==> src/chopper_consts.svh <==
`ifndef CHOPPER_CONSTS_SVH
`define CHOPPER_CONSTS_SVH

// Register byte offsets on the APB port
`define ADDR_CTRL 8'h00
`define ADDR_THRESHOLD 8'h04
`define ADDR_DELAYS 8'h08
`define ADDR_STEP_INTERVAL 8'h0c
`define ADDR_AMPLITUDE 8'h10
`define ADDR_STATUS 8'h14
`define ADDR_IRQ_STATUS 8'h18
`define ADDR_IRQ_MASK 8'h1c

// Control register fields
`define CTRL_VOLT_EN 0
`define CTRL_PHASE_EN 1
`define CTRL_OPT_LO 2
`define CTRL_OPT_HI 3
`define CTRL_RANGE_LO 4
`define CTRL_RANGE_HI 5
`define CTRL_HOLD_LO 8
`define CTRL_HOLD_HI 12
`define CTRL_RESET 32'h0000_0000

// Delay register fields, both counted in chopper periods
`define DLY_PD_LO 0
`define DLY_PD_HI 7
`define DLY_HR_LO 8
`define DLY_HR_HI 11

// Interrupt status bits
`define IRQ_MODE 0
`define IRQ_OPEN 1
`define IRQ_SAT 2

// Widths, limits and timing
`define THR_MAX 20'hfffff
`define THR_RESET 20'h00000
`define AMP_MAX 10'h3ff
`define AMP_RESET 10'h000
`define PERIOD_LAST 9'h1ff
`define OL_FULLSTEPS 2'h3
`define PARK_TIMER_MAX 9'h1ff
`define RANGE_LOW 2'h0
`define RANGE_MID 2'h1

`endif

==> src/chopper_pkg.sv <==
package chopper_pkg;

    // ==========================================================
    // Chopper mode states, Gray coded along the usual path
    typedef enum logic [1:0]
    {
        MODE_VOLT = 2'h0,
        MODE_CURR = 2'h1,
        MODE_PARK = 2'h2
    } chop_mode_t;

    typedef logic [9:0] amp_t;

    // One saturating regulation step of the amplitude
    function automatic amp_t amp_step(input amp_t v, input logic up);
        begin
            if (up)
            begin
                amp_step = (v == 10'h3ff) ? v : amp_t'(v + 10'h001);
            end
            else
            begin
                amp_step = (v == 10'h000) ? v : amp_t'(v - 10'h001);
            end
        end
    endfunction : amp_step

endpackage : chopper_pkg

==> src/pwm_regulator.sv <==
`timescale 1ns/100ps
`include "chopper_consts.svh"

module pwm_regulator
(
    input wire logic clk,
    input wire logic rst_n,
    input wire logic ce,
    input wire logic run,
    input wire logic raise,
    output logic [9:0] amp
);

    // ==========================================================
    // Regulation state: moves only on run, otherwise it is held
    always_ff @(posedge clk or negedge rst_n)
    begin
        if (!rst_n)
            amp <= `AMP_RESET;
        else if (ce && run)
            amp <= chopper_pkg::amp_step(amp, raise);
    end
endmodule : pwm_regulator

==> src/chopper_mode_switch.sv <==
// The placing of the registers and the APB slave port were decided locally.
`timescale 1ns/100ps
`include "chopper_consts.svh"

// What this block does
// - Voltage chopper at low speed; current chopper above programmed velocity threshold.
// - Threshold zero keeps the block in voltage mode for good while voltage enable is set.
// - Voltage regulation value is kept during current mode and resumed.
// - With offset enabled, measured phase shift is applied during current mode entered above a nonzero threshold.
// - Open-load flags set when target not reached in recent fullsteps.
// - Summed amplitude readable, saturating at 1023, meaning current not sustained.
// - Zero hold current applies standstill option after power-down and ramp delays.
// - Regulation state frozen while target current is zero.
// - Overcurrent level follows drive range in three steps.
// - Voltage mode off while step interval below threshold; threshold is 20 bits.
// - Global enable clear forces current mode regardless of threshold.

module chopper_mode_switch
(
    input wire logic CORE_CLK,
    input wire logic RST_N,
    input wire logic CLK_EN,
    input wire logic PSEL,
    input wire logic PENABLE,
    input wire logic PWRITE,
    input wire logic [7:0] PADDR,
    input wire logic [31:0] PWDATA,
    output logic [31:0] PRDATA,
    output logic PREADY,
    output logic PSLVERR,
    input wire logic STEP_PULSE,
    input wire logic FULLSTEP,
    input wire logic [7:0] LOAD_ANGLE,
    input wire logic CUR_LOW_A,
    input wire logic CUR_LOW_B,
    output logic CURRENT_MODE,
    output logic [7:0] PHASE_SHIFT,
    output logic [1:0] STANDSTILL_MODE,
    output logic [1:0] OCP_LEVEL,
    output logic [9:0] PWM_AMPLITUDE,
    output logic IRQ
);

    // ==========================================================
    // Registers and state
    logic [31:0] ctrl;
    logic [19:0] voltage_mode_velocity_threshold;
    logic [11:0] delays;
    logic [19:0] measured_step_interval;
    logic [19:0] step_cnt;
    logic [2:0] irq_status;
    logic [2:0] irq_mask;
    logic [8:0] period_cnt;
    logic [8:0] park_timer;
    logic [1:0] ol_cnt_a;
    logic [1:0] ol_cnt_b;
    logic reached_a;
    logic reached_b;
    logic open_load_coil_a;
    logic open_load_coil_b;
    logic pending_eval;
    logic sync_a1, sync_a2, sync_b1, sync_b2;
    logic amp_was_max;
    chopper_pkg::chop_mode_t mode;
    chopper_pkg::chop_mode_t next_mode;
    logic [9:0] pwm_amplitude_sum;

    // ==========================================================
    // Control fields
    wire voltage_enable = ctrl[`CTRL_VOLT_EN];
    wire phase_offset_enable = ctrl[`CTRL_PHASE_EN];
    wire [1:0] standstill_option_select = ctrl[`CTRL_OPT_HI:`CTRL_OPT_LO];
    wire [1:0] drive_current_range = ctrl[`CTRL_RANGE_HI:`CTRL_RANGE_LO];
    wire [4:0] hold_current_setting = ctrl[`CTRL_HOLD_HI:`CTRL_HOLD_LO];
    wire [7:0] power_down_delay = delays[`DLY_PD_HI:`DLY_PD_LO];
    wire [3:0] hold_ramp_delay = delays[`DLY_HR_HI:`DLY_HR_LO];

    // ==========================================================
    // APB decode; one wait state so that read data come from a register
    wire apb_access = PSEL && PENABLE;
    wire apb_done = apb_access && PREADY;
    wire apb_wr = apb_done && PWRITE;
    wire apb_rd = apb_done && !PWRITE;
    wire hit_ctrl = (PADDR == `ADDR_CTRL);
    wire hit_thr = (PADDR == `ADDR_THRESHOLD);
    wire hit_dly = (PADDR == `ADDR_DELAYS);
    wire hit_irq_st = (PADDR == `ADDR_IRQ_STATUS);
    wire hit_mask = (PADDR == `ADDR_IRQ_MASK);
    wire mapped = hit_ctrl || hit_thr || hit_dly || hit_irq_st || hit_mask ||
        (PADDR == `ADDR_STEP_INTERVAL) || (PADDR == `ADDR_AMPLITUDE) || (PADDR == `ADDR_STATUS);
    wire in_curr = (mode == chopper_pkg::MODE_CURR);
    wire in_volt = (mode == chopper_pkg::MODE_VOLT);
    wire in_park = (mode == chopper_pkg::MODE_PARK);

    // Read multiplexer; unmapped addresses read zero
    wire [31:0] rd_mux =
        hit_ctrl ? ctrl :
        hit_thr ? {12'h000, voltage_mode_velocity_threshold} :
        hit_dly ? {20'h00000, delays} :
        (PADDR == `ADDR_STEP_INTERVAL) ? {12'h000, measured_step_interval} :
        (PADDR == `ADDR_AMPLITUDE) ? {8'h00, PHASE_SHIFT, 6'h00, pwm_amplitude_sum} :
        (PADDR == `ADDR_STATUS) ? {28'h0000000, in_park, open_load_coil_b, open_load_coil_a, in_curr} :
        hit_irq_st ? {29'h00000000, irq_status} :
        hit_mask ? {29'h00000000, irq_mask} : 32'h0000_0000;

    // Bus answer: ready one cycle into the access phase
    always_ff @(posedge CORE_CLK or negedge RST_N)
    begin
        if (!RST_N)
        begin
            PREADY <= 1'b0;
            PRDATA <= 32'h0000_0000;
            PSLVERR <= 1'b0;
        end
        else if (CLK_EN)
        begin
            PREADY <= apb_access && !PREADY;
            PRDATA <= rd_mux;
            PSLVERR <= apb_access && !PREADY && !mapped;
        end
    end

    // Software-written registers
    always_ff @(posedge CORE_CLK or negedge RST_N)
    begin
        if (!RST_N)
        begin
            ctrl <= `CTRL_RESET;
            voltage_mode_velocity_threshold <= `THR_RESET;
            delays <= 12'h000;
            irq_mask <= 3'h0;
        end
        else if (CLK_EN && apb_wr)
        begin
            if (hit_ctrl)
                ctrl <= {19'h00000, PWDATA[`CTRL_HOLD_HI:`CTRL_HOLD_LO], 2'h0, PWDATA[5:0]};
            if (hit_thr)
                voltage_mode_velocity_threshold <= PWDATA[19:0];
            if (hit_dly)
                delays <= PWDATA[11:0];
            if (hit_mask)
                irq_mask <= PWDATA[2:0];
        end
    end

    // ==========================================================
    // Coil comparator pins pass a two-stage synchroniser
    always_ff @(posedge CORE_CLK or negedge RST_N)
    begin
        if (!RST_N)
            {sync_a1, sync_a2, sync_b1, sync_b2} <= 4'h0;
        else if (CLK_EN)
            {sync_a1, sync_a2, sync_b1, sync_b2} <= {CUR_LOW_A, sync_a1, CUR_LOW_B, sync_b1};
    end

    // ==========================================================
    // Chopper period and step interval measurement
    wire period_tick = (period_cnt == `PERIOD_LAST);
    wire step_sat = (step_cnt == `THR_MAX);
    wire new_meas = STEP_PULSE || (step_cnt == (`THR_MAX - 20'h00001));

    // A stopped motor shows the full interval so the threshold compare stays sane
    always_ff @(posedge CORE_CLK or negedge RST_N)
    begin
        if (!RST_N)
        begin
            period_cnt <= 9'h000;
            step_cnt <= 20'h00000;
            measured_step_interval <= `THR_MAX;
        end
        else if (CLK_EN)
        begin
            period_cnt <= period_tick ? 9'h000 : period_cnt + 9'h001;
            step_cnt <= STEP_PULSE ? 20'h00000 : (step_sat ? step_cnt : step_cnt + 20'h00001);
            if (new_meas)
                measured_step_interval <= STEP_PULSE ? step_cnt : `THR_MAX;
        end
    end

    // ==========================================================
    // Mode selection
    wire thr_active = (voltage_mode_velocity_threshold != `THR_RESET);
    wire fast = thr_active && (measured_step_interval < voltage_mode_velocity_threshold);
    wire want_curr = !voltage_enable || fast;
    wire cfg_write = apb_wr && (hit_ctrl || hit_thr);
    wire evaluate = period_tick && pending_eval;
    wire park_due = (park_timer >= ({1'b0, power_down_delay} + {5'h00, hold_ramp_delay}));
    wire park_ok = (hold_current_setting == 5'h00) && park_due;

    // A new measurement arriving with the boundary keeps the flag set
    always_ff @(posedge CORE_CLK or negedge RST_N)
    begin
        if (!RST_N)
            pending_eval <= 1'b1;
        else if (CLK_EN)
            pending_eval <= new_meas || cfg_write || (pending_eval && !period_tick);
    end

    // Next mode, applied on a chopper period boundary, except that a step, a lost park condition or want_curr leaves park at once
    always_comb
    begin
        next_mode = mode;
        case (mode)
            chopper_pkg::MODE_VOLT:
            begin
                if (evaluate && want_curr)
                    next_mode = chopper_pkg::MODE_CURR;
                else if (period_tick && park_ok)
                    next_mode = chopper_pkg::MODE_PARK;
            end
            chopper_pkg::MODE_CURR:
            begin
                if (evaluate && !want_curr)
                    next_mode = chopper_pkg::MODE_VOLT;
            end
            chopper_pkg::MODE_PARK:
            begin
                if (STEP_PULSE || !park_ok || want_curr)
                    next_mode = chopper_pkg::MODE_VOLT;
            end
            default:
                next_mode = chopper_pkg::MODE_VOLT;
        endcase
    end

    always_ff @(posedge CORE_CLK or negedge RST_N)
    begin
        if (!RST_N)
            mode <= chopper_pkg::MODE_VOLT;
        else if (CLK_EN)
            mode <= next_mode;
    end

    // ==========================================================
    // Standstill timer in chopper periods since the last step
    always_ff @(posedge CORE_CLK or negedge RST_N)
    begin
        if (!RST_N)
            park_timer <= 9'h000;
        else if (CLK_EN)
        begin
            if (STEP_PULSE)
                park_timer <= 9'h000;
            else if (period_tick && park_timer != `PARK_TIMER_MAX)
                park_timer <= park_timer + 9'h001;
        end
    end

    // ==========================================================
    // Voltage regulation; held in current mode and while target is zero
    wire reg_run = in_volt && period_tick;
    wire reg_raise = sync_a2 || sync_b2;

    pwm_regulator u_regulator
    (
        .clk(CORE_CLK),
        .rst_n(RST_N),
        .ce(CLK_EN),
        .run(reg_run),
        .raise(reg_raise),
        .amp(pwm_amplitude_sum)
    );

    // ==========================================================
    // Open-load tracking per coil, counted in fullsteps, voltage mode only
    always_ff @(posedge CORE_CLK or negedge RST_N)
    begin
        if (!RST_N)
        begin
            {reached_a, reached_b} <= 2'h0;
            ol_cnt_a <= 2'h0;
            ol_cnt_b <= 2'h0;
        end
        else if (CLK_EN && in_volt)
        begin
            if (FULLSTEP)
            begin
                ol_cnt_a <= reached_a ? 2'h0 : (ol_cnt_a == `OL_FULLSTEPS ? ol_cnt_a : ol_cnt_a + 2'h1);
                ol_cnt_b <= reached_b ? 2'h0 : (ol_cnt_b == `OL_FULLSTEPS ? ol_cnt_b : ol_cnt_b + 2'h1);
                {reached_a, reached_b} <= 2'h0;
            end
            else if (period_tick)
            begin
                reached_a <= reached_a || !sync_a2;
                reached_b <= reached_b || !sync_b2;
            end
        end
    end

    assign open_load_coil_a = (ol_cnt_a == `OL_FULLSTEPS);
    assign open_load_coil_b = (ol_cnt_b == `OL_FULLSTEPS);

    // ==========================================================
    // Interrupt status: sticky, cleared by reading, a new event wins
    wire amp_at_max = (pwm_amplitude_sum == `AMP_MAX);
    wire [2:0] irq_event;
    assign irq_event[`IRQ_MODE] = (next_mode == chopper_pkg::MODE_CURR) != in_curr;
    assign irq_event[`IRQ_OPEN] = FULLSTEP && in_volt &&
        ((!reached_a && ol_cnt_a == 2'h2) || (!reached_b && ol_cnt_b == 2'h2));
    assign irq_event[`IRQ_SAT] = amp_at_max && !amp_was_max;
    wire irq_clear = apb_rd && hit_irq_st;

    always_ff @(posedge CORE_CLK or negedge RST_N)
    begin
        if (!RST_N)
        begin
            irq_status <= 3'h0;
            amp_was_max <= 1'b0;
            IRQ <= 1'b0;
        end
        else if (CLK_EN)
        begin
            irq_status <= irq_event | (irq_clear ? 3'h0 : irq_status);
            amp_was_max <= amp_at_max;
            IRQ <= |(irq_mask & (irq_event | (irq_clear ? 3'h0 : irq_status)));
        end
    end

    // ==========================================================
    // Outputs toward the drive stage
    wire [1:0] ocp_sel = (drive_current_range == `RANGE_LOW) ? 2'h0 :
        (drive_current_range == `RANGE_MID) ? 2'h1 : 2'h2;
    wire entering_curr = (next_mode == chopper_pkg::MODE_CURR) && !in_curr;
    wire angle_on = phase_offset_enable && thr_active && voltage_enable;

    // Phase offset captured at the switch, dropped on the way back
    always_ff @(posedge CORE_CLK or negedge RST_N)
    begin
        if (!RST_N)
        begin
            CURRENT_MODE <= 1'b0;
            PHASE_SHIFT <= 8'h00;
            STANDSTILL_MODE <= 2'h0;
            OCP_LEVEL <= 2'h0;
            PWM_AMPLITUDE <= `AMP_RESET;
        end
        else if (CLK_EN)
        begin
            CURRENT_MODE <= (next_mode == chopper_pkg::MODE_CURR);
            if (entering_curr)
                PHASE_SHIFT <= angle_on ? LOAD_ANGLE : 8'h00;
            else if (next_mode != chopper_pkg::MODE_CURR)
                PHASE_SHIFT <= 8'h00;
            STANDSTILL_MODE <= (next_mode == chopper_pkg::MODE_PARK) ? standstill_option_select : 2'h0;
            OCP_LEVEL <= ocp_sel;
            PWM_AMPLITUDE <= pwm_amplitude_sum;
        end
    end
endmodule : chopper_mode_switch

==> config.mk <==
export PLATFORM = sky130hd
export DESIGN_NAME = chopper_mode_switch
export DESIGN_NICKNAME = d
export VERILOG_FILES = /design/src/chopper_pkg.sv /design/src/pwm_regulator.sv /design/src/chopper_mode_switch.sv
export VERILOG_INCLUDE_DIRS = /design/src /design/src/src
export SDC_FILE = /design/constraint.sdc
export NUM_CORES = 1
export LEC_CHECK = 0
export ABC_AREA = 1
export BUFFER_PORTS_ARGS = -buffer_cell sky130_fd_sc_hd__buf_4
export CAP_MARGIN = 0
export CORE_MARGIN = 1
export CORE_UTILIZATION = 40
export DETAILED_ROUTE_END_ITERATION = 10
export PLACE_DENSITY = 0.55
export SLEW_MARGIN = 40
export SYNTH_ARGS = -nofsm -noshare
export SYNTH_HDL_FRONTEND = slang
export SYNTH_SLANG_ARGS = --single-unit
==> constraint.sdc <==
create_clock -name CORE_CLK -period 3.6 [get_ports CORE_CLK]
set_clock_uncertainty 0.05 [all_clocks]
set_input_delay 0.54 -clock CORE_CLK [delete_from_list [all_inputs] [get_ports CORE_CLK]]
set_output_delay 0.54 -clock CORE_CLK [all_outputs]
set_load 0.03 [all_outputs]
# Yosys cells after proc, flatten, opt, wreduce, memory -nomap -nowiden
# Cells that the tools add are included.
# op_classes
n_mux	37
reduce_logical	80
bitwise	2
n_addsub	8
n_eq_ne	28
order_cmp	2
# ops
op	n
24-bit 2-to-1 mux	5
20-bit 2-to-1 mux	3
20-bit equality test, second input constant	2
8-bit by 5-bit equality test with 1-bit output, second input constant	4
10-bit 2-to-1 mux	3
1-bit logical AND	28
9-bit 2-to-1 mux	3
8-bit 2-to-1 mux	3
2-bit 2-to-1 mux	11
20-bit by 1-bit adder with 20-bit output, second input constant	1
20-bit less-than comparator	1
20-bit nonzero test	1
9-bit by 1-bit adder with 9-bit output, second input constant	2
2-bit AND reduction	9
1-bit logical OR	17
8-bit by 4-bit equality test with 1-bit output, second input constant	2
1-bit logical NOT	13
2-bit equality test, second input constant	6
10-bit by 1-bit adder with 10-bit output, second input constant	1
10-bit equality test, second input constant	1
10-bit logical NOT	1
2-bit != test, second input constant	5
10-bit by 1-bit subtractor with 10-bit output, second input constant	1
8-bit by 4-bit adder with 9-bit output	1
20 further kinds	33
# totals
register_bits	189
wordCells	187
out_inout_bits	58

# Logic depth before layout (Yosys ltp)
# depth
depth_word	13
ltp_mapped	17

# Modules after synthesis
# From an unflattened synthesis, not the netlist that was laid out.
# hier_totals
cells_unflattened	1253
area_unflattened_um2	10224.8
# modules_own_cells
module	n_inst	cells_each	area_each_um2
chopper_mode_switch	1	1114	9266.4
pwm_regulator	1	139	958.4

# Worst setup path before layout
# Ideal clock, no wire load.
# synth_timing
path_kind	register to register
from	register delays[0]
to	register STANDSTILL_MODE[0]
t_required_ns	3.426
path_slack_ns	0.990
path_stages_with_launch	15
setup_time_ns	0.124
t_arrival_ns	2.436
n_path_buf	0
cell_sequence	dfrtp_1 -> ha_1 -> inv_1 -> fa_1 -> o21ai_0 -> nand2_1 -> nor2_1 -> xor2_1 -> ha_1 -> a21oi_1 -> nor2_1 -> a211oi_1 -> o2111ai_1 -> nand4_1 -> o21bai_1
# synth_via
elab_chain_len	10
# synth_lines
item	line	text
start: declaration	chopper_mode_switch.sv:48	logic [11:0] delays;
start signal: assignment	chopper_mode_switch.sv:140	delays <= PWDATA[11:0];
8-bit by 4-bit adder with 9-bit output (*)	chopper_mode_switch.sv:187	wire park_due = (park_timer >= ({1'b0, power_down_delay} + {5'h00, hold_ramp_delay}));
9-bit greater-or-equal comparator (*)	chopper_mode_switch.sv:187	
1-bit logical AND (*)	chopper_mode_switch.sv:188	wire park_ok = (hold_current_setting == 5'h00) && park_due;
1-bit logical NOT	chopper_mode_switch.sv:218	if (STEP_PULSE || !park_ok || want_curr)
1-bit logical OR (2 in series)	chopper_mode_switch.sv:218	
2-bit 2-to-1 mux	chopper_mode_switch.sv:218	
2-bit one-hot mux with 3 select lines (*)	chopper_mode_switch.sv:203	case (mode)
2-bit equality test (*)	chopper_mode_switch.sv:344	STANDSTILL_MODE <= (next_mode == chopper_pkg::MODE_PARK) ? standstill_option_select : 2'h0;
2-bit 2-to-1 mux (*)	chopper_mode_switch.sv:344	
end signal: assignment	chopper_mode_switch.sv:344	
end: declaration	chopper_mode_switch.sv:38	output logic [1:0] STANDSTILL_MODE,
# Mark *: on every way between the ends. The rest lies on a longest branch, timed or not.
# A chain may end at the register's enable or synchronous reset.

# Final worst setup path
# layout_timing
from	register delays[0]
to	register STANDSTILL_MODE[1]
# The elaborated chain is that of the path after synthesis.

==> flow_summary.html <==
<table>
<tr><th>Metric</th><th>Value</th></tr>
<tr><th colspan="2">Outcome</th></tr>
<tr><td>Status</td><td>finished, final reports clean</td></tr>
<tr><th colspan="2">Clock tree</th></tr>
<tr><td>Clock-pin transition on the worst setup and hold timing paths</td><td>0.08 ns</td></tr>
<tr><td>Number of clock sinks seen by CTS</td><td>181</td></tr>
<tr><td>Postcts setup bufs</td><td>0</td></tr>
<tr><td>CTS tree</td><td>yes</td></tr>
<tr><td>Skew-Pair Late Insertion Delay</td><td>0.44 ns</td></tr>
<tr><td>Deepest clock path buffer count</td><td>2</td></tr>
<tr><td>Max H-tree Level</td><td>4</td></tr>
<tr><td>TritonCTS Buffers</td><td>17</td></tr>
<tr><td>CTS root buffer</td><td>sky130_fd_sc_hd__clkbuf_16</td></tr>
<tr><td>Resize count post-CTS</td><td>0</td></tr>
<tr><td>Post-cts hold buffer count</td><td>0</td></tr>
<tr><th colspan="2">Placed design</th></tr>
<tr><td>Count of input and output buffers</td><td>95</td></tr>
<tr><td>Final weighted congestion in routability-driven placement</td><td>0.8630</td></tr>
<tr><td>Total half-perimeter wirelength after legalization and detailed placement</td><td>20360 um</td></tr>
<tr><th colspan="2">Finish</th></tr>
<tr><td>Number of nets in the layout</td><td>1419</td></tr>
<tr><td>Most frequent cells in the layout</td><td>sky130_fd_sc_hd__nand2_1, sky130_fd_sc_hd__inv_1, sky130_fd_sc_hd__dfrtp_1</td></tr>
<tr><td>Filler cell count in the final layout</td><td>2455</td></tr>
<tr><td>Relative area change from synthesis to final layout</td><td>16.77%</td></tr>
<tr><td>Sequential standard cell area</td><td>4556 sq um</td></tr>
<tr><td>Util after Layout</td><td>47.38%</td></tr>
<tr><td>Most common cell after layout, fill and taps aside</td><td>sky130_fd_sc_hd__nand2_1</td></tr>
<tr><td>Multi-input logic area</td><td>4424 sq um</td></tr>
<tr><td>Share of final-layout standard cells stronger than drive strength 1</td><td>14.39%</td></tr>
<tr><td>Antenna Cells</td><td>0</td></tr>
<tr><th colspan="2">STA</th></tr>
<tr><td>Final clock period utilization by the worst path</td><td>92.08%</td></tr>
<tr><td>Top achievable clock speed</td><td>0.3017 GHz</td></tr>
<tr><td>Sum of negative setup slack</td><td>0 ns</td></tr>
<tr><td>Tightest slew margin relative to the limit</td><td>52.35%</td></tr>
<tr><td>Worst Tran Pin Value</td><td>0.7130 ns</td></tr>
<tr><td>Max-slew violation count</td><td>0</td></tr>
<tr><td>RSZ-0062 raised after global routing</td><td>no</td></tr>
<tr><td>Number of setup violations in the final report</td><td>0</td></tr>
<tr><td>Final-report hold violation count</td><td>0</td></tr>
<tr><td>Final critical delay including setup and external delays</td><td>3.315 ns</td></tr>
<tr><td>Worst slack on hold paths</td><td>0.02909 ns</td></tr>
<tr><th colspan="2">Logic synthesis</th></tr>
<tr><td>Most used flip-flop cell after synthesis</td><td>sky130_fd_sc_hd__dfrtp_1</td></tr>
<tr><td>Share of synthesized cell area in full adder, half adder and majority cells</td><td>7.019%</td></tr>
<tr><td>Post-Synth XOR/XNOR Area</td><td>2.136%</td></tr>
<tr><td>Share of synthesized cell area in and, or, nand and nor gates</td><td>19.93%</td></tr>
<tr><td>Post-synthesis cell count</td><td>1211</td></tr>
<tr><td>Syn. warnings</td><td>0</td></tr>
<tr><td>Mux cell area share after synthesis</td><td>0.1144%</td></tr>
<tr><td>Yosys cell types</td><td>52</td></tr>
<tr><td>Async set-or-reset flop fraction in the synthesized netlist</td><td>100.0%</td></tr>
<tr><td>Share of the yosys chip area belonging to registers</td><td>46.30%</td></tr>
<tr><td>Avg Synthesized Cell Area</td><td>8.125 sq um</td></tr>
<tr><td>Combinational family with the most area after synthesis</td><td>simple AND/OR/NAND/NOR gates</td></tr>
<tr><td>Compound-cell area share of the yosys netlist</td><td>15.46%</td></tr>
<tr><td>Synthesized area</td><td>9839 sq um</td></tr>
<tr><td>Post-synth EDFFs</td><td>0</td></tr>
<tr><td>Flop and latch count out of synthesis</td><td>181</td></tr>
<tr><th colspan="2">Route</th></tr>
<tr><td>Number of nets still failing antenna checks after routing</td><td>0</td></tr>
<tr><td>Final routed wire length divided by cell count</td><td>16.48 um</td></tr>
<tr><td>Post-route DRC</td><td>0</td></tr>
<tr><td>Number of DRC markers after the initial detailed-route iteration</td><td>606</td></tr>
<tr><td>Total routed wirelength</td><td>27100 um</td></tr>
<tr><td>Total via count after detailed routing</td><td>8397</td></tr>
<tr><td>Total iterations of the first detailed-routing run</td><td>6</td></tr>
<tr><td>Vias per Instance</td><td>5.108</td></tr>
<tr><th colspan="2">Setup path</th></tr>
<tr><td>Most repeated library cell on the critical path</td><td>sky130_fd_sc_hd__nand2_1</td></tr>
<tr><td>Slowest CP cell</td><td>sky130_fd_sc_hd__o2111ai_1</td></tr>
<tr><td>Critical path required time</td><td>3.91 ns</td></tr>
<tr><td>Sort of element at the start of the critical path</td><td>flop</td></tr>
<tr><td>List of cells traversed by the critical path</td><td>ha_1 &gt; inv_1 &gt; fa_1 &gt; o21ai_0 &gt; nand2_1 &gt; nor2_1 &gt; xor2_1 &gt; ha_1 &gt; nand2_1 &gt; nor2_1 &gt; nand2_1 &gt; o2111ai_1 &gt; nand4_1 &gt; o21bai_1</td></tr>
<tr><td>Worst EP arrival</td><td>3.62 ns</td></tr>
<tr><td>Maximum cell stage delay along the critical path</td><td>0.45 ns</td></tr>
<tr><td>Worst Setup Path Type</td><td>reg2reg</td></tr>
<tr><td>Top fanout value on the critical path</td><td>3</td></tr>
<tr><td>Capturing element type of the critical path</td><td>flop</td></tr>
<tr><th colspan="2">Flow run</th></tr>
<tr><td>Max-cap violations</td><td>0</td></tr>
<tr><th colspan="2">Global routing</th></tr>
<tr><td>Pin count of the biggest net entering global routing</td><td>79</td></tr>
<tr><td>First-pass GRT wire length</td><td>44190 um</td></tr>
<tr><td>Number of global-route vias before repair</td><td>8129</td></tr>
<tr><td>All-layer global routing usage</td><td>22.39%</td></tr>
<tr><td>Total congestion overflow after global routing</td><td>0</td></tr>
<tr><td>Antenna violations before repair</td><td>0</td></tr>
<tr><th colspan="2">Floorplan</th></tr>
<tr><td>Top-level port count</td><td>116</td></tr>
<tr><td>Row count</td><td>57</td></tr>
<tr><td>Die Y</td><td>158.8 um</td></tr>
<tr><td>Total core area</td><td>24250 sq um</td></tr>
<tr><td>Initial core utilization</td><td>40.58%</td></tr>
<tr><td>DIE AREA</td><td>25230 sq um</td></tr>
<tr><td>Floorplan die width</td><td>158.8 um</td></tr>
<tr><th colspan="2">Power and ir drop</th></tr>
<tr><td>P_sw</td><td>1.423 mW</td></tr>
<tr><td>Power per standard cell area</td><td>416.8 nW/um^2</td></tr>
<tr><td>Internal portion of total power</td><td>3.367 mW</td></tr>
<tr><td>Switching Fraction</td><td>29.71%</td></tr>
<tr><td>Portion of total power attributed to sequential cells</td><td>47.5%</td></tr>
<tr><td>Fraction of power consumed by combinational cells</td><td>13.6%</td></tr>
<tr><td>Proportion of power drawn by the clock network</td><td>39.0%</td></tr>
<tr><td>Largest voltage drop on the vdd net</td><td>0.3049 mV</td></tr>
<tr><td>Leakage power figure</td><td>5.607 nW</td></tr>
<tr><th colspan="2">Hold path</th></tr>
<tr><td>Path class of the lowest-slack min-delay path</td><td>in2async</td></tr>
</table>
==> worst paths after layout <==
check	cells after the start	endpoint	from	slack, ns
setup reg to reg	14	STANDSTILL_MODE[1]$_DFFE_PN0P_	delays[0]$_DFFE_PN0P_	0.28
min in group CORE_CLK	3	sync_b1$_DFFE_PN0P_	CUR_LOW_B	0.25
max in group asynchronous	2	voltage_mode_velocity_threshold[7]$_DFFE_PN0P_	RST_N	2.58
setup / recovery	14	STANDSTILL_MODE[1]$_DFFE_PN0P_	delays[0]$_DFFE_PN0P_	0.28
hold reg to reg	2	OCP_LEVEL[1]$_DFFE_PN0P_	OCP_LEVEL[1]$_DFFE_PN0P_	0.44
hold / removal	1	PWM_AMPLITUDE[0]$_DFFE_PN0P_	RST_N	0.03
==> per-stage QoR <==
stage | setup WS [ns] | cell area [sq um] | instances | power [mW]
2_1_floorplan | 0.9901 | 9866 | 1218 | 2.720
4_1_cts | 0.3580 | 11490 | 1644 | 4.835
3_3_place_gp | 0.4172 | 10920 | 1612 | 2.949
5_1_grt | 0.1102 | 11490 | 1644 | 5.017
3_5_place_dp | 0.3839 | 10920 | 1612 | 2.968
6_report | 0.2849 | 11490 | 1644 | 4.789
==> critical path, delay by kind of cell (launching register included) <==
kind / cells / cell delay, ns
flops: 1 / 0.39
buf+inv: 1 / 0.05
simple gates: 6 / 0.81
xor+xnor: 1 / 0.10
fa+ha+maj: 3 / 0.90
compound gates: 3 / 0.94
==> state kept, by name, summed over array words and instances, names as in the netlist, 2 cells and up <==
signal / count
PHASE_SHIFT: 8
STANDSTILL_MODE: 2
irq_status: 3
PWM_AMPLITUDE: 10
ol_cnt_a: 2
step_cnt: 20
period_cnt: 9
irq_mask: 3
PRDATA: 24
measured_step_interval: 20
voltage_mode_velocity_threshold: 20
mode: 2
ctrl: 11
delays: 12
ol_cnt_b: 2
u_regulator.amp: 10
park_timer: 9
OCP_LEVEL: 2
==> synth_stat cells (3+ instances only) <==
cell type / count / area share, %
sky130_fd_sc_hd__ha_1: 52 / 6.6
sky130_fd_sc_hd__inv_1: 172 / 6.6
sky130_fd_sc_hd__nand3_1: 39 / 2.0
sky130_fd_sc_hd__nand2_1: 265 / 10
sky130_fd_sc_hd__buf_4: 10 / 0.76
sky130_fd_sc_hd__o22ai_1: 14 / 0.89
sky130_fd_sc_hd__dfstp_2: 21 / 5.6
sky130_fd_sc_hd__inv_2: 6 / 0.23
sky130_fd_sc_hd__o21ai_1: 3 / 0.15
sky130_fd_sc_hd__xnor2_1: 4 / 0.36
sky130_fd_sc_hd__clkbuf_1: 20 / 0.76
sky130_fd_sc_hd__o31ai_1: 12 / 0.92
sky130_fd_sc_hd__a21oi_1: 75 / 3.8
sky130_fd_sc_hd__a22oi_1: 16 / 1.2
sky130_fd_sc_hd__nor3_1: 33 / 1.7
sky130_fd_sc_hd__a221oi_1: 8 / 0.71
sky130_fd_sc_hd__buf_2: 9 / 0.46
sky130_fd_sc_hd__nand2_2: 6 / 0.38
sky130_fd_sc_hd__nor2_2: 5 / 0.32
sky130_fd_sc_hd__nand4_1: 16 / 1.0
sky130_fd_sc_hd__nor2_1: 87 / 3.3
sky130_fd_sc_hd__dfrtp_1: 160 / 41
sky130_fd_sc_hd__nor4_1: 4 / 0.25
sky130_fd_sc_hd__o211ai_1: 3 / 0.23
sky130_fd_sc_hd__xor2_1: 20 / 1.8
sky130_fd_sc_hd__o21ai_0: 113 / 5.7
sky130_fd_sc_hd__o2111ai_1: 6 / 0.53
==> routing by layer <==
layer	track usage (%)	share of wire, %	vias up
li1	-	-	4174
met4	5.781	1.3	0
met3	3.187	4.1	20
met2	36.58	48	167
met1	31.08	46	4036
met5	0	0	-
==> power groups by stage <==
| stage | Sequential, mW | Combinational, mW | Clock (mW) |
|---|---|---|---|
| floorplan | 2.30 | 0.415 | 0 |
| global placement | 2.31 | 0.642 | 0 |
| detailed placement | 2.31 | 0.658 | 0 |
| CTS | 2.27 | 0.661 | 1.90 |
| global route | 2.29 | 0.750 | 1.97 |
| finish | 2.27 | 0.650 | 1.87 |
==> logic make-up after synthesis <==
kind of cell,Yosys count
buffers and inverters,221
other,1
adder cells (fa/ha/maj),54
multiplexers,1
AND/OR/NAND/NOR,464
AO/OA/AOI/OAI,265
XOR/XNOR,24
flip-flops,181
==> layout make-up <==
class,instances,share of cell area [%]
sequential,181,39.65
multi-input combinational,816,38.51
timing repair buffer,112,7.481
inverter,179,5.848
clock buffer,18,3.822
tap,324,3.528
clock inverter,14,1.165
Power figures use the tool's default switching activity.
